**src/pkg/dwsr_pkg.sv**
```systemverilog
// Shared constants and carriers for the DRAM command-timing model.
// Assumes a single 50 MHz clock domain; used by rtl/ files.
package dwsr_pkg;
  // Register byte offsets on the Wishbone slave
  localparam logic [7:0] DWSR_OFS_MODE = 8'h00;
  localparam logic [7:0] DWSR_OFS_STATUS = 8'h04;
  localparam logic [7:0] DWSR_OFS_BANKS = 8'h08;
  localparam logic [7:0] DWSR_OFS_LAT = 8'h0c;
  localparam logic [7:0] DWSR_OFS_WBEATS = 8'h10;
  // Mode register fields
  localparam int DWSR_MODE_BL_LSB = 0;
  localparam int DWSR_MODE_AL_LSB = 4;
  localparam int DWSR_MODE_CWL_LSB = 8;
  localparam logic [1:0] DWSR_BL_FIXED8 = 2'h0;
  localparam logic [1:0] DWSR_BL_OTF = 2'h1;
  localparam logic [1:0] DWSR_BL_FIXED4 = 2'h2;
  localparam logic [31:0] DWSR_MODE_RST = 32'h0000_0500;
  // Burst lengths in beats
  localparam logic [3:0] DWSR_BEATS_BL8 = 4'h8;
  localparam logic [3:0] DWSR_BEATS_BC4 = 4'h4;
  // Internal refresh must start within the minimum CKE pulse time
  localparam int DWSR_TCKE_NS = 5;
  localparam int DWSR_CLK_NS = 20;
  localparam int DWSR_TCKE_CYC = (DWSR_TCKE_NS / DWSR_CLK_NS) < 1 ? 1
                                 : DWSR_TCKE_NS / DWSR_CLK_NS;
  // DLL relock time after self refresh exit, in clocks
  localparam logic [9:0] DWSR_DLL_LOCK_CYC = 10'h200;
  // Command encodings {cs_n, ras_n, cas_n, we_n}
  typedef enum logic [3:0] {
    DWSR_CMD_MRS = 4'h0,
    DWSR_CMD_REF = 4'h1,
    DWSR_CMD_PRE = 4'h2,
    DWSR_CMD_ACT = 4'h3,
    DWSR_CMD_WR = 4'h4,
    DWSR_CMD_RD = 4'h5,
    DWSR_CMD_ZQ = 4'h6,
    DWSR_CMD_NOP = 4'h7
  } dwsr_cmd_t;
  // Command bus from the controller
  typedef struct packed {
    logic cke;
    logic [3:0] cmd;
    logic [2:0] ba;
    logic [15:0] addr;
  } dwsr_cmdbus_t;
  // Self refresh states
  typedef enum logic [1:0] {
    DWSR_ST_NORM = 2'b00,
    DWSR_ST_SREF = 2'b01,
    DWSR_ST_RELK = 2'b10
  } dwsr_st_t;
endpackage

```
**src/rtl/dwsr_bank_mem.sv**
```systemverilog
`timescale 1ns/1ps
// Small register memory of open-row addresses, one word per bank.
// Assumes one clock; read data registered one cycle after address.
module dwsr_bank_mem #(
  parameter int DEPTH = 8,
  parameter int AW = 3,
  parameter int DW = 16
) (
  input wire logic clk,
  input wire logic we,
  input wire logic [AW-1:0] waddr,
  input wire logic [DW-1:0] wdata,
  input wire logic [AW-1:0] raddr,
  output logic [DW-1:0] rdata
);
  logic [DW-1:0] mem [DEPTH];
  // Plain write, registered read; no reset so it maps to RAM
  always_ff @(posedge clk) begin
    if (we) begin
      mem[waddr] <= wdata;
    end
    rdata <= mem[raddr];
  end
endmodule

```
**src/rtl/dwsr_core.sv**
```systemverilog
// The placing of the registers and the Wishbone register port were left to the implementer.
`timescale 1ns/1ps
// DRAM device-side command model: burst length, write capture, precharge,
// self refresh with DLL handling; Wishbone slave for mode and status.
// Assumes command pins come from another domain and are synchronised here.
// How it works
// [RULE1] Controller starts write-to-read count after last data, fixed chop.
// [RULE2] Controller starts write-to-read count after full burst time, on-the-fly chop.
// [RULE3] Burst field 10 makes every read and write a four-beat chop; the code decodes it for writes only.
// [RULE4] Burst field 01 with A12 low gives a four-beat chop.
// [RULE5] Controller waits write recovery before precharging the written bank.
// [RULE6] Controller drives strobe high then low half clock as write preamble.
// [RULE7] Controller holds strobe low after last data as write postamble.
// [RULE8] Precharge: A10 high closes all banks, else only bank BA.
// [RULE9] Precharged bank goes idle; read or write needs activate first.
// [RULE10] Refresh registered with clock enable low enters self refresh.
// [RULE11] DLL off entering self refresh, re-enabled and reset on exit.
// [RULE12] Controller waits 512 clocks after data reference valid before writing.
// [RULE13] Self refresh only with all banks precharged and no burst.
// [RULE14] Controller drives termination low before self refresh entry.
// [RULE15] Clock enable low keeps self refresh; other inputs ignored meanwhile.
// [RULE16] One internal refresh within minimum clock-enable pulse after entry.
// [RULE17] Controller keeps clock stable and honours minimum residency.
// [RULE18] Controller honours clock hold times if clock stopped or changed.
// [RULE19] Controller issues only no-ops for exit time after leaving.
// [RULE20] Controller calibrates and waits DLL time before DLL commands.
// [RULE21] Controller issues a no-op right after the entry command.
// [RULE22] Exit delays count from first edge clock enable high is registered.
// [RULE23] Write latency equals additive plus write CAS latency.
// [RULE24] Burst field 00, or 01 with A12 high, gives eight beats.
// [RULE25] Controller counts recovery for on-the-fly chop as full burst.
module dwsr_core
  import dwsr_pkg::*;
#(
  parameter int NBANK = 8,
  parameter int RW = 16
) (
  input wire logic mclk,
  input wire logic reset_n,
  input wire logic wb_cyc_i,
  input wire logic wb_stb_i,
  input wire logic wb_we_i,
  input wire logic [7:0] wb_adr_i,
  input wire logic [3:0] wb_sel_i,
  input wire logic [31:0] wb_dat_i,
  output logic [31:0] wb_dat_o,
  output logic wb_ack_o,
  input wire logic cke_pin,
  input wire logic [3:0] cmd_pin,
  input wire logic [2:0] ba_pin,
  input wire logic [15:0] addr_pin,
  input wire logic wdata_valid,
  output logic in_self_refresh,
  output logic dll_enabled,
  output logic dll_locked,
  output logic refresh_pulse,
  output logic wr_capture,
  output logic illegal_access
);
  typedef struct packed {
    logic [31:0] mode;
    logic [NBANK-1:0] open;
    dwsr_st_t st;
    logic [9:0] lock_cnt;
    logic [5:0] lat_cnt;
    logic wr_pend;
    logic [3:0] beats;
    logic [3:0] beat_cnt;
    logic [7:0] wbeats;
    logic ref_req;
    logic [31:0] dat;
    logic ack;
    logic sref;
    logic dll_en;
    logic dll_lk;
    logic ref_p;
    logic wcap;
    logic illg;
    logic held;
  } dwsr_state_t;

  dwsr_state_t s_q, s_d;
  logic [1:0] rst_sync_q;
  logic rst_n_int;
  dwsr_cmdbus_t sync1_q, sync2_q, sync3_q;
  logic [2:0] wv_q;
  logic row_we;
  logic [RW-1:0] row_rdata;

  // Reset release through two flops
  always_ff @(posedge mclk or negedge reset_n) begin
    if (!reset_n) begin
      rst_sync_q <= 2'b00;
    end else begin
      rst_sync_q <= {rst_sync_q[0], 1'b1};
    end
  end
  assign rst_n_int = rst_sync_q[1];

  // Pin synchronisers; stage one feeds only stage two
  always_ff @(posedge mclk or negedge rst_n_int) begin
    if (!rst_n_int) begin
      sync1_q <= '0;
      sync2_q <= '0;
      sync3_q <= '0;
      wv_q <= 3'h0;
    end else begin
      sync1_q <= {cke_pin, cmd_pin, ba_pin, addr_pin};
      sync2_q <= sync1_q;
      sync3_q <= sync2_q;
      wv_q <= {wv_q[1:0], wdata_valid};
    end
  end

  // Command is taken once the last two stages agree
  logic cmd_ok;
  logic cke_r;
  logic [3:0] cmd_r;
  assign cmd_ok = (sync2_q == sync3_q);
  assign cke_r = sync3_q.cke;
  assign cmd_r = (cmd_ok && !s_q.held) ? sync3_q.cmd : DWSR_CMD_NOP; // Acts once per change

  // Burst length decode, used for writes only
  function automatic logic [3:0] burst_beats(input logic [1:0] bl, input logic a12);
    logic [3:0] b;
    b = DWSR_BEATS_BL8;
    if (bl == DWSR_BL_FIXED4) begin
      b = DWSR_BEATS_BC4; // see [RULE3]
    end else if (bl == DWSR_BL_OTF && !a12) begin
      b = DWSR_BEATS_BC4; // see [RULE4]
    end else if (bl == DWSR_BL_OTF || bl == DWSR_BL_FIXED8) begin
      b = DWSR_BEATS_BL8; // see [RULE24]
    end
    return b;
  endfunction

  // Open-row store; written on activate
  assign row_we = (s_q.st == DWSR_ST_NORM) && cke_r && (cmd_r == DWSR_CMD_ACT);
  dwsr_bank_mem #(.DEPTH(NBANK), .AW(3), .DW(RW)) u_rows (
    .clk(mclk),
    .we(row_we),
    .waddr(sync3_q.ba),
    .wdata(sync3_q.addr[RW-1:0]),
    .raddr(sync3_q.ba),
    .rdata(row_rdata)
  );

  logic wb_req;
  logic [5:0] wl;
  assign wb_req = wb_cyc_i && wb_stb_i && !s_q.ack;
  assign wl = 6'(s_q.mode[DWSR_MODE_AL_LSB +: 4]) + 6'(s_q.mode[DWSR_MODE_CWL_LSB +: 4]);

  // Next-state logic for the whole block
  always_comb begin
    s_d = s_q;
    s_d.ref_p = 1'b0;
    s_d.wcap = 1'b0;
    s_d.ack = 1'b0;
    s_d.held = cmd_ok; // Stays set until the pins move, so a held command is not repeated
    unique case (s_q.st)
      DWSR_ST_NORM: begin
        if (!cke_r && cmd_r == DWSR_CMD_REF && s_q.open == '0 && !s_q.wr_pend) begin
          s_d.st = DWSR_ST_SREF; // see [RULE10]
          s_d.sref = 1'b1;
          s_d.dll_en = 1'b0; // see [RULE11]
          s_d.dll_lk = 1'b0;
          s_d.ref_req = 1'b1; // see [RULE16]
        end else if (cke_r) begin
          unique case (cmd_r)
            DWSR_CMD_ACT: s_d.open[sync3_q.ba] = 1'b1;
            DWSR_CMD_PRE: begin
              if (sync3_q.addr[10]) begin
                s_d.open = '0; // see [RULE8]
              end else begin
                s_d.open[sync3_q.ba] = 1'b0; // see [RULE8] [RULE9]
              end
            end
            DWSR_CMD_WR, DWSR_CMD_RD: begin
              if (!s_q.open[sync3_q.ba]) begin
                s_d.illg = 1'b1; // see [RULE9]
              end else if (cmd_r == DWSR_CMD_WR) begin
                s_d.wr_pend = 1'b1;
                s_d.lat_cnt = wl; // see [RULE23]
                s_d.beats = burst_beats(s_q.mode[DWSR_MODE_BL_LSB +: 2], sync3_q.addr[12]);
                s_d.beat_cnt = 4'h0;
              end
            end
            default: ;
          endcase
        end
      end
      DWSR_ST_SREF: begin
        // Only clock enable is looked at here
        if (cke_r) begin
          s_d.st = DWSR_ST_RELK; // see [RULE15] [RULE22]
          s_d.sref = 1'b0;
          s_d.dll_en = 1'b1; // see [RULE11]
          s_d.lock_cnt = DWSR_DLL_LOCK_CYC;
        end
      end
      DWSR_ST_RELK: begin
        // DLL reset: count down before reporting lock
        if (s_q.lock_cnt == 10'h0) begin
          s_d.dll_lk = 1'b1;
          s_d.st = DWSR_ST_NORM;
        end else begin
          s_d.lock_cnt = s_q.lock_cnt - 10'h1;
        end
      end
      default: s_d.st = DWSR_ST_NORM;
    endcase
    // Internal refresh fired on the first cycle after entry
    if (s_q.ref_req) begin
      s_d.ref_req = 1'b0;
      s_d.ref_p = 1'b1; // see [RULE16]
    end
    // Write data capture after write latency
    if (s_q.wr_pend) begin
      if (s_q.lat_cnt != 6'h0) begin
        s_d.lat_cnt = s_q.lat_cnt - 6'h1;
      end else if (wv_q[2]) begin
        s_d.wcap = 1'b1; // see [RULE23]
        s_d.wbeats = s_q.wbeats + 8'h1;
        s_d.beat_cnt = s_q.beat_cnt + 4'h1;
        if (s_q.beat_cnt + 4'h1 == s_q.beats) begin
          s_d.wr_pend = 1'b0;
        end
      end
    end
    // Wishbone slave; one-cycle answer, ack dropped next cycle
    if (wb_req) begin
      s_d.ack = 1'b1;
      s_d.dat = 32'h0;
      unique case (wb_adr_i)
        DWSR_OFS_MODE: begin
          if (wb_we_i) begin
            for (int i = 0; i < 4; i++) begin
              if (wb_sel_i[i]) begin
                s_d.mode[i*8 +: 8] = wb_dat_i[i*8 +: 8];
              end
            end
          end
          s_d.dat = s_q.mode;
        end
        DWSR_OFS_STATUS: begin
          s_d.dat = {26'h0, s_q.illg, s_q.wr_pend, s_q.dll_lk, s_q.dll_en, s_q.st};
          if (wb_we_i && wb_sel_i[0] && wb_dat_i[5]) begin
            s_d.illg = 1'b0;
          end
        end
        DWSR_OFS_BANKS: s_d.dat = 32'(s_q.open);
        DWSR_OFS_LAT: s_d.dat = {26'h0, wl};
        DWSR_OFS_WBEATS: s_d.dat = {24'h0, s_q.wbeats};
        default: s_d.dat = 32'h0;
      endcase
    end
    // A fresh illegal access wins over a software clear
    if (s_q.st == DWSR_ST_NORM && cke_r && (cmd_r == DWSR_CMD_WR || cmd_r == DWSR_CMD_RD)
        && !s_q.open[sync3_q.ba]) begin
      s_d.illg = 1'b1;
    end
  end

  // Single state register
  always_ff @(posedge mclk or negedge rst_n_int) begin
    if (!rst_n_int) begin
      s_q <= '0;
      s_q.mode <= DWSR_MODE_RST;
      s_q.st <= DWSR_ST_NORM;
      s_q.dll_en <= 1'b1;
      s_q.dll_lk <= 1'b1;
    end else begin
      s_q <= s_d;
    end
  end

  // Outputs straight from flops
  assign wb_dat_o = s_q.dat;
  assign wb_ack_o = s_q.ack;
  assign in_self_refresh = s_q.sref;
  assign dll_enabled = s_q.dll_en;
  assign dll_locked = s_q.dll_lk;
  assign refresh_pulse = s_q.ref_p;
  assign wr_capture = s_q.wcap;
  assign illegal_access = s_q.illg;
endmodule

```
**config.mk**
```make
export PLATFORM = sky130hd
export DESIGN_NAME = dwsr_core
export DESIGN_NICKNAME = d
export VERILOG_FILES = /design/src/pkg/dwsr_pkg.sv /design/src/rtl/dwsr_bank_mem.sv /design/src/rtl/dwsr_core.sv
export SDC_FILE = /design/constraint.sdc
export NUM_CORES = 1
export LEC_CHECK = 0
export BUFFER_PORTS_ARGS = -buffer_cell sky130_fd_sc_hd__buf_2
export CAP_MARGIN = 0
export CORE_MARGIN = 2
export CORE_UTILIZATION = 30
export CTS_CLUSTER_DIAMETER = 40
export CTS_CLUSTER_SIZE = 40
export DETAILED_ROUTE_END_ITERATION = 7
export SYNTH_ARGS = -nofsm -noshare
export SYNTH_HDL_FRONTEND = slang
export SYNTH_HIERARCHICAL = 1
export SYNTH_SLANG_ARGS = --single-unit
```
**constraint.sdc**
```tcl
create_clock -name mclk -period 15.6 [get_ports mclk]
set_clock_uncertainty 0.2 [all_clocks]
set_input_delay 3.12 -clock mclk [delete_from_list [all_inputs] [get_ports mclk]]
set_output_delay 3.12 -clock mclk [all_outputs]
set_load 0.01 [all_outputs]
```
After elaboration in Yosys (flattened, before gate mapping)

Cells that the tools add are included.
W data, S select, Z words.

Bitwise gates (word level): 5
Add/subtract/negate cells: 5
Mux-type cells: 52
Equality and inequality tests: 19
Magnitude comparators: 2
Reduce and logical (&&, ||, !) cells: 41

Operators by type and width:

| kind                    | count |
|---|---|
| $pmux W32 S5            | 1 |
| $mux W15                | 6 |
| $mux W12                | 4 |
| $eq A24 B24 Y1          | 1 |
| $mux W1                 | 23 |
| $pmux W10 S2            | 1 |
| $reduce_and A4 Y1       | 5 |
| $eq A8 B4 Y1 const B    | 2 |
| $logic_not A8 Y1        | 2 |
| $pmux W8 S2             | 1 |
| $reduce_and A3 Y1       | 5 |
| $logic_and A1 B1 Y1     | 13 |
| $mux W4                 | 3 |
| $logic_not A10 Y1       | 1 |
| $mux W10                | 1 |
| $sub A10 B1 Y10 const B | 1 |
| $add A8 B1 Y8 const B   | 1 |
| $and A8 B8 Y8           | 1 |
| $eq A4 B2 Y1 const B    | 2 |
| $eq A4 B3 Y1 const B    | 2 |
| $eq A8 B3 Y1 const B    | 1 |
| $eq A8 B5 Y1 const B    | 1 |
| $mux W8                 | 1 |
| $not A8 Y8              | 1 |
| 29 further kinds        | 44 |

Input port bits: 74
Flip-flop bits (word level): 193
Word-level logic and storage cells: 160
Output and inout port bits: 39

Longest topological paths before layout

Gate-level depths: netlist (run 1).

Depth in word-level cells: 14
Mapped depth: 10

Worst setup path after synthesis (run 1)

No wires, ideal clock.

Path kind: input to register
Start: input wb_adr_i[1]
End: register s_q[100] in the netlist's numbering
Data arrival time: 4.798 ns
Cell stages on the path: 6
Path slack: 10.477 ns
Setup time: 0.125 ns
Buffers on the path: 1
Cells stage by stage: or4_1 -> nor3_1 -> and3_1 -> buf_4 -> nand3_2 -> mux2_2

Cells in the longest elaborated chain, start to end: 2

Ends and longest elaborated chain:

| element                            | line             | source |
|---|---|---|
| from (decl)                        | dwsr_core.sv:43  | `input wire logic [7:0] wb_adr_i,` |
| $logic_not A8 Y1                   | dwsr_core.sv:234 | `unique case (wb_adr_i)` |
| $reduce_and A4 Y1 (no source line) | --               |  |
| to (decl)                          | dwsr_core.sv:82  | `dwsr_state_t s_q, s_d;` |

No other way between the ends.
A chain may end at the register's enable or synchronous reset.

Worst setup path in the final report (run 1)

Start: input wb_adr_i[1]
End: register s_q[85] in the netlist's numbering

Same word-level chain as after synthesis.

==> impl_metrics.yaml, run 1 <==
synthesis:
  synthXorXnorAreaFrac: 0.0492
  synth_ff_type: "dfrtp_1"
  synth_top_family_by_area: "simple AND/OR/NAND/NOR gates"
  synth_compound_area_frac: 0.0928
  synthSimpleGateAreaFrac: 0.0996
  synth_cell_type_count: 57
  ys_ff_latch: 191
  postSynthCellCount: 593
  synth.area.top_cells: "dfrtp_1 (61%), mux2_2 (5.0%), xor2_1 (3.4%)"
  synth-adder-area-share: 0.0157
  yosys.area.top_type: "dfrtp_1"
  synth_area_um2: 7650
  ys_async_sr_fraction: 1.00
  ys_seq_area_frac: 0.626
  synthMuxAreaShare: 0.0677
  syn_avg_cell_area_um2: 12.9
  synth_edf_count: 0
  synth_top_area_share: 0.612
  syn-num-nets: 676
  ys_warn_count: 6
detailed_routing:
  dr.pass1.iters: 5
  via_per_inst: 4.54
  num_vias: 4648
  drc: 0
  wire_per_inst_um: 15.0
  initialDrtViolationCount: 363
  ant_nets: 0
  wirelength_um: 15300
floorplanning:
  rows: 58
  die_area_um2: 26800
  die_y_um: 164
  coreArea_um2: 25100
  initial_core_util: 0.305
  pin_count: 113
  fp.dieW_um: 164
timing:
  tightestPinTransition_ps: 1000
  slew_headroom: 0.327
  post-route-min-period_ps: 5260
  timing.final.ws_setup_ps: 10340
  slew_violations: 0
  finalHoldViolCount: 0
  period_share: 0.337
  max_freq_mhz: 190
  tns_ps: 0
  setup_violations: 0
  rsz0062_at_grt: "no"
worst_setup_path:
  worstReg2RegEnd: "s_q[58]"
  cp-end-kind: "register"
  worst_ep_required_time_ps: 15720
  arrival_ps: 5370
  r2r_cells: 6
  reg2reg_from: "sync3_q[16]"
  worstSetupStartpointType: "primary input"
  critPathKind: "primary input to register"
  cp_max_fo: 28
  rrSetupSlack_ps: 12610
power:
  leakage_nw: 4.31
  powerDensity_nw_per_um2: 110
  ir_drop_mv: 0.0666
  finalPower_w: 0.000986
global_route:
  track_usage: 0.119
  grt_pass1_wl_um: 24400
  antenna_found_initial: 1
  use_met1: 0.166
  top_usage_layer: "met2"
  first_global_vias: 4511
  overflow: 0
  use_met3: 0.0383
  gr-usage-met2: 0.178
  grt_max_degree: 78
min_path:
  hold_depth: 0
  hp-class: "register to register"
  hold_end: "sync2_q[14]"
  hp-start: "sync1_q[14]"
final_layout:
  fill_cells: 2507
  drive_gt1_frac: 0.290
  seq_area_um2: 4790
  stdcell_count: 1023
  multi_input_area_um2: 2490
  nets: 762
  area_delta_synth_final_pct: 16.9
place:
  dp_slack_ps: 9890
  dp_hpwl_um: 11000
  dp.cells: 990
  gp_congestion: 0.828
  numPortBuffers: 112
clock_network:
  cts_buffers: 17
  htree_levels: 4
  cts_buffer_depth: 2
  cts_tree: "done"
  cts.sinks: 191
  clk_latency_ps: 440
  cts_root_buffer: "clkbuf_16"
  cts_setup_buffers: 0
  cts_hold_buf: 0
  cts_resized: 0
  clk_pin_slew_worst_paths_ps: 70
run_status:
  run_status: "finished, final reports clean"
job:
  max_cap_violations: 0
[routing by layer]
| layer | routed length [um] | share of wire |
|---|---|---|
| met4 | 110 | 0.0072 |
| met2 | 7110 | 0.46 |
| met1 | 7100 | 0.46 |
| met3 | 1010 | 0.066 |
| met5 | 0 | 0 |
[power by group]
group          internal [W]  switching (W)  total [W]
clock              0.000234       0.000206   0.000439
combinational     0.0000132      0.0000175  0.0000307
sequential         0.000506      0.0000104   0.000516
total              0.000753       0.000233   0.000986
[cells by family (layout without fill, tap and decap cells)]
family	after synthesis	after routing
and+or+nand+nor	139	139
AOI/OAI and AO/OA	103	103
xor gates and xnor gates	43	43
DFF	191	191
adders and majority gates	9	9
buffers and inverters	62	161
other	1	2
muxes	45	45
[worst max-delay path, stage by stage]
cell and delay, ps:
buf_2 90, or4_1 560, nor3_1 410, and3_1 230, buf_4 320, nand3_2 270
mux2_2 340
[Yosys cell counts, types with 8 or more instances]
master / number
nor4_1: 10
o21ai_0: 34
ha_1: 8
mux2i_1: 9
nor2_1: 21
nand3_1: 21
dfrtp_1: 187
mux2_2: 34
inv_1: 13
nand2_1: 38
buf_4: 33
a21oi_1: 9
clkbuf_1: 10
xnor2_1: 13
a22o_1: 26
a31oi_1: 9
xor2_1: 30
[cell usage in the layout (no fill, tap or decap), types with 3 or more instances in the layout]
master,instances
nor4_1,10
nand3b_1,3
buf_2,112
xor2_1,30
mux2i_1,9
xnor2_1,13
or3_1,7
nand4_1,6
clkbuf_16,17
or4_1,3
a22o_1,26
a31oi_1,9
nand3_1,21
nand3_2,4
o21a_1,4
nand2_1,38
ha_1,8
a222oi_1,6
inv_8,4
dfstp_2,4
buf_4,3
a21o_1,3
nor2_1,21
mux2_2,34
dfrtp_1,186
inv_1,13
a21oi_1,9
nor3_1,6
inv_6,4
o21ai_0,34
[sequential cells by signal, indices dropped and copies added, names as in the netlist]
name	flops
s_q	75
rst_sync_q	2
cke_r	1
illegal_access	1
in_self_refresh	1
wr_capture	1
sync1_q	24
dll_enabled	1
wb_dat_o	32
sync3_q	23
wb_ack_o	1
refresh_pulse	1
dll_locked	1
sync2_q	24
wv_q	3
[worst max path at each step]
stage	startpoint	end	depth (start not counted)
global route	wb_adr_i[1]	s_q[85]	7
floorplan	rst_sync_q[1]	cke_r	0
CTS	wb_adr_i[1]	s_q[85]	7
global placement	wb_adr_i[1]	s_q[90]	7
detailed placement	wb_adr_i[1]	s_q[87]	7
finish	wb_adr_i[1]	s_q[85]	7
[layout make-up]
| type | instances | share of cell area |
|---|---|---|
| inverter | 14 | 0.00644 |
| sequential | 191 | 0.536 |
| clock buffer | 18 | 0.0491 |
| clock inverter | 14 | 0.0186 |
| timing repair buffer | 115 | 0.0652 |
| multi-input combinational | 340 | 0.279 |
| antenna | 1 | 0.000280 |
| tap | 330 | 0.0462 |
[stage by stage]
stage               utilization  cell area, um^2  hold WS [ps]
finish                    0.356             8940           151
global route              0.356             8940           155
CTS                       0.356             8940           153
detailed placement        0.332             8330           135
global placement          0.332             8330           133
floorplan                     -             7650           131
Note: power is estimated with default switching activity, not from simulation.
==> run 2, diff against run 1 <==
--- a/config.mk
+++ b/config.mk
@@ -5,6 +5,7 @@
 export SDC_FILE = /design/constraint.sdc
 export NUM_CORES = 1
 export LEC_CHECK = 0
+export ABC_AREA = 1
 export BUFFER_PORTS_ARGS = -buffer_cell sky130_fd_sc_hd__buf_2
 export CAP_MARGIN = 0
 export CORE_MARGIN = 2
==> constraint.sdc (replaced) <==
create_clock -name mclk -period 4.9 [get_ports mclk]
set_clock_uncertainty 0.2 [all_clocks]
set_input_delay 0.98 -clock mclk [delete_from_list [all_inputs] [get_ports mclk]]
set_output_delay 0.98 -clock mclk [all_outputs]
set_load 0.01 [all_outputs]
==> impl_metrics.yaml, run 2 <==
timing:
  post-route-min-period_ps: 2850
  finalHoldViolCount: 0
  period_share: 0.581
  max_freq_mhz: 351
  slew_headroom: 0.355
  tns_ps: 0
  rsz0062_at_grt: "no"
  slew_violations: 0
  setup_violations: 0
  tightestPinTransition_ps: 960
final_layout:
  nets: 1029
  drive_gt1_frac: 0.187
  largest_register: "s_q"
  final_cell_mix: "dfrtp_1 (186), nand2_1 (167), inv_1 (124), buf_2 (112), nor2_1 (98)"
  fill_cells: 2685
  area_delta_synth_final_pct: 16.2
  finalInstanceArea_um2: 9360
  mostFrequentLayoutCell: "dfrtp_1"
  largest_reg_flops: 75
global_route:
  overflow: 0
  track_usage: 0.129
  antenna_found_initial: 0
  use_met1: 0.173
  first_global_vias: 5690
  use_met3: 0.0322
  gr-usage-met2: 0.204
  grt_max_degree: 95
  top_usage_layer: "met2"
  grt_pass1_wl_um: 28700
worst_setup_path:
  cp-end-kind: "register"
  critPathKind: "primary input to register"
  cp_max_fo: 36
  critPathSlowestCell: "nand3_1"
  worst_ep_required_time_ps: 4990
  critPathLaunch: "wb_cyc_i"
  arrival_ps: 2940
  rrSetupSlack_ps: 2310
  critical_path_buf_inv_count: 2
  crit_family: "simple AND/OR/NAND/NOR gates"
  path_cells: "buf_2 > nand2_1 > nor2_2 > inv_2 > nor2_2 > nand3_1 > nor2_1 > a21oi_1"
  path_common_cell: "nor2_2"
  worstSetupStartpointType: "primary input"
  reg2reg_from: "s_q[58]"
  critPathMaxStageDelay_ps: 480
synthesis:
  ys_async_sr_fraction: 1.00
  syn-num-nets: 939
  postSynthCellCount: 856
  synth.most_common_cell: "dfrtp_1"
  syn_avg_cell_area_um2: 9.41
  synth_top_area_share: 0.581
  synth_edf_count: 0
  synth_area_um2: 8050
  synthTopCellsByCount: "dfrtp_1 (187), nand2_1 (167), inv_1 (124)"
  yosys.area.top_type: "dfrtp_1"
  ys_seq_area_frac: 0.594
  synth_ff_type: "dfrtp_1"
  ys_ff_latch: 191
  synth.area.top_cells: "dfrtp_1 (58%), nand2_1 (7.8%), inv_1 (5.8%)"
  synth_cell_type_count: 41
  ys_warn_count: 6
detailed_routing:
  via_per_inst: 4.38
  num_vias: 5671
  drc: 0
  wirelength_um: 17100
  wire_per_inst_um: 13.2
  ant_nets: 0
  dr.pass1.iters: 5
  initialDrtViolationCount: 330
floorplanning:
  die_y_um: 168
  coreArea_um2: 26200
  fp.dieW_um: 168
  pin_count: 113
  rows: 59
  die_area_um2: 28200
  initial_core_util: 0.307
clock_network:
  htree_levels: 4
  cts_setup_buffers: 0
  cts_buffer_depth: 2
  cts_tree: "done"
  cts_buffers: 17
  cts_resized: 0
  cts.sinks: 191
  cts_hold_buf: 0
  clk_pin_slew_worst_paths_ps: 70
  cts_root_buffer: "clkbuf_16"
  clk_latency_ps: 430
power:
  leakage_nw: 4.93
  powerDensity_nw_per_um2: 338
  ir_drop_mv: 0.160
  finalPower_w: 0.00316
min_path:
  hp-class: "primary input to async pin"
place:
  dp_hpwl_um: 12600
  numPortBuffers: 112
  placedInstanceArea_um2: 8770
  gp_congestion: 0.810
run_status:
  run_status: "finished, final reports clean"
job:
  max_cap_violations: 0
run 2: cell count changes in the layout (fill, tap and decap cells not counted), moves of 10 or more:
cell     previous run  this run
o21ai_0            34        44
a21oi_1             9        50
nor4_1             10         0
nand3_1            21        37
inv_1              13       124
nor2_1             21        98
mux2_2             34         5
a22o_1             26         0
nand2_1            38       167
xor2_1             30        15
run 2: worst paths after layout:
check	to	depth (start not counted)
hold reg to reg	sync1_q[12]	0
setup / recovery	s_q[113]	8
max in group asynchronous	wb_dat_o[24]	1
min in group mclk	sync2_q[5]	0
hold / removal	rst_sync_q[1]	1
setup reg to reg	s_q[48]	10
run 2: kinds of logic (layout without fill, tap and decap cells):
logic type               after synthesis  count (layout)  synth area share
AND/OR/NAND/NOR                      342             342             0.186
flip-flops                           191             191             0.594
buffers and inverters                172             275            0.0966
AO/OA/AOI/OAI                        115             115            0.0783
XOR/XNOR                              21              21            0.0228
adder cells (fa/ha/maj)                9               9            0.0149
multiplexers                           5               5           0.00699
other                                  1               2          0.000466
run 2: area by class of cell:
type	count	area (um^2)	area share
Inverter	129	484	0.0518
Antenna cell	1	2.50	0.000267
Tap cell	335	419	0.0448
Clock buffer	19	443	0.0473
Sequential cell	191	4790	0.512
Timing Repair Buffer	114	588	0.0629
Multi-Input combinational cell	493	2490	0.266
Clock inverter	13	140	0.0150
run 2: where the power goes:
part / internal, W / switching, W
clock: 0.000735 / 0.000636
combinational: 0.0000520 / 0.0000875
sequential: 0.00162 / 0.0000326
run 2: worst register-to-register path: cells and delay by family, from the launching register on:
kind	cells	cell delay (ps)
AND/OR/NAND/NOR	6	1210
XOR/XNOR	1	160
adder cells (fa/ha/maj)	1	170
buffers and inverters	2	370
flip-flops	1	390
run 2: layer usage:
metal / share of wire / vias up
met5: 0 / -
met4: 0.013 / 0
met3: 0.042 / 12
met2: 0.47 / 103
met1: 0.48 / 2705
li1: - / 2851
run 2: through the flow:
step           utilization  setup WS, ps  cells  hold WS (ps)
2_1_floorplan            -          1550    856           131
3_3_place_gp         0.335          1760   1262           131
3_5_place_dp         0.335          1620   1262           136
4_1_cts              0.357          2070   1294           103
5_1_grt              0.357          1770   1294          94.6
6_report             0.357          2050   1295           122
==> run 3, diff against run 2 <==
==> constraint.sdc (replaced) <==
create_clock -name mclk -period 2.6 [get_ports mclk]
set_clock_uncertainty 0.2 [all_clocks]
set_input_delay 0.52 -clock mclk [delete_from_list [all_inputs] [get_ports mclk]]
set_output_delay 0.52 -clock mclk [all_outputs]
set_load 0.01 [all_outputs]
==> impl_metrics.yaml, run 3 (synthesized netlist as in run 2, its figures left out) <==
timing:
  slew_violations: 0
  setup_violations: 0
  tightestPinTransition_ps: 714
  period_share: 0.887
  slew_headroom: 0.524
  max_freq_mhz: 434
  post-route-min-period_ps: 2310
  rsz0062_at_grt: "no"
  whs_ps: 18.8
  tns_ps: 0
  finalHoldViolCount: 0
  timing.final.ws_setup_ps: 295
final_layout:
  drive_gt1_frac: 0.190
  fin_util: 0.369
  nets: 1064
  final_cell_mix: "dfrtp_1 (186), nand2_1 (167), inv_1 (124), buf_2 (112), nor2_1 (98)"
  mostFrequentLayoutCell: "dfrtp_1"
  area_delta_synth_final_pct: 20.2
  largest_reg_flops: 75
  largest_register: "s_q"
  finalInstanceArea_um2: 9680
detailed_routing:
  num_vias: 5812
  via_per_inst: 4.37
  initialDrtViolationCount: 296
  wirelength_um: 17200
  drc: 0
  ant_nets: 0
  wire_per_inst_um: 13.0
  dr.pass1.iters: 6
global_route:
  use_met3: 0.0308
  grt_pass1_wl_um: 28800
  grt_max_degree: 55
  track_usage: 0.129
  first_global_vias: 5676
  antenna_found_initial: 2
  overflow: 0
  top_usage_layer: "met2"
  gr-usage-met2: 0.206
  use_met1: 0.175
clock_network:
  cts_buffers: 17
  clk_pin_slew_worst_paths_ps: 70
  cts_root_buffer: "clkbuf_16"
  cts_hold_buf: 21
  cts_resized: 0
  cts_buffer_depth: 2
  cts.sinks: 191
  htree_levels: 4
  cts_tree: "done"
  cts_setup_buffers: 0
  clk_latency_ps: 430
place:
  placedInstanceArea_um2: 8870
  dp_hpwl_um: 12700
  numPortBuffers: 112
  dp_slack_ps: 63.9
  gp_congestion: 0.826
worst_setup_path:
  critPathLaunch: "sync3_q[22]"
  critPathSlowestCell: "dfrtp_1"
  critPathKind: "register to register"
  worstSetupStartpointType: "register"
  arrival_ps: 2420
  reg2reg_from: "sync3_q[22]"
  cp_max_fo: 14
  worst_ep_required_time_ps: 2710
  cp-end-kind: "register"
  critPathMaxStageDelay_ps: 470
  path_cells: "xor2_1 > nor2_1 > nand2_1 > nor2_1 > nand3_2 > nor2_4 > nand4_4 > inv_2 > nand2_1 > o21ai_0 > inv_1"
power:
  p_sw_w: 0.00136
  powerDensity_nw_per_um2: 618
  p_int_w: 0.00463
  pwr-share-seq: 0.519
  leakage_nw: 5.08
  ir_drop_mv: 0.327
  power_frac_clock: 0.431
  comb_power_share: 0.050
  switching_share: 0.227
min_path:
  hp-start: "ba_pin[1]"
  hp-class: "primary input to register"
floorplanning:
  coreArea_um2: 26200
  die_area_um2: 28200
  fp.dieW_um: 168
  die_y_um: 168
  initial_core_util: 0.307
  rows: 59
  pin_count: 113
job:
  max_cap_violations: 0
run_status:
  run_status: "finished, final reports clean"
==> run 3: cell types whose count changed in the layout (fill, tap and decap cells not counted) <==
cell,delta
clkinvlp_4,-1
dlygate4sd3_1,+23
inv_8,-3
inv_6,-1
buf_4,+11
clkbuf_1,+1
bufinv_16,+1
buf_12,+1
clkinv_2,+2
==> run 3: cell type report <==
class / count / area (um^2)
fillers: 2638 / 16500
repair buffers: 149 / 921
multi-input cells: 493 / 2490
flip-flops and latches: 191 / 4790
inverters: 129 / 484
well taps: 335 / 419
clock buffers: 20 / 447
clock inverters: 11 / 130
diodes: 1 / 2.50
==> run 3: power groups by stage <==
| stage | Sequential, W | Clock (W) | Combinational (W) |
|---|---|---|---|
| 6_report | 0.00310 | 0.00258 | 0.000302 |
| 5_1_grt | 0.00312 | 0.00279 | 0.000349 |
| 4_1_cts | 0.00310 | 0.00267 | 0.000307 |
| 3_5_place_dp | 0.00316 | 0 | 0.000282 |
| 3_3_place_gp | 0.00316 | 0 | 0.000277 |
| 2_1_floorplan | 0.00318 | 0 | 0.000134 |
==> run 3: path summary, 6_finish.rpt <==
path	endpoint	slack (ps)	cells after the start
hold reg to reg	sync1_q[9]	110	0
setup / recovery	s_q[55]	290	11
min in group asynchronous	sync1_q[9]	110	0
setup reg to reg	s_q[55]	290	11
max in group asynchronous	sync2_q[6]	1280	1
hold / removal	sync1_q[17]	20	1
==> run 3: per-layer routing <==
layer  up-vias  part of all wire
met5         -           0.00075
met3        18             0.052
met2       129              0.47
li1       2923                 -
met1      2740              0.46
met4         2             0.014
==> run 3: through the flow <==
step | power [W] | std cells
2_1_floorplan | 0.00331 | 856
3_3_place_gp | 0.00344 | 1274
3_5_place_dp | 0.00344 | 1274
4_1_cts | 0.00608 | 1326
5_1_grt | 0.00625 | 1329
6_report | 0.00598 | 1329
==> run 3: worst max-delay path: cells and delay by family (launching register included) <==
kind            cells  cell delay (ps)
compound gates      1               80
xor+xnor            1              190
buf+inv             2              250
flops               1              470
simple gates        7             1000
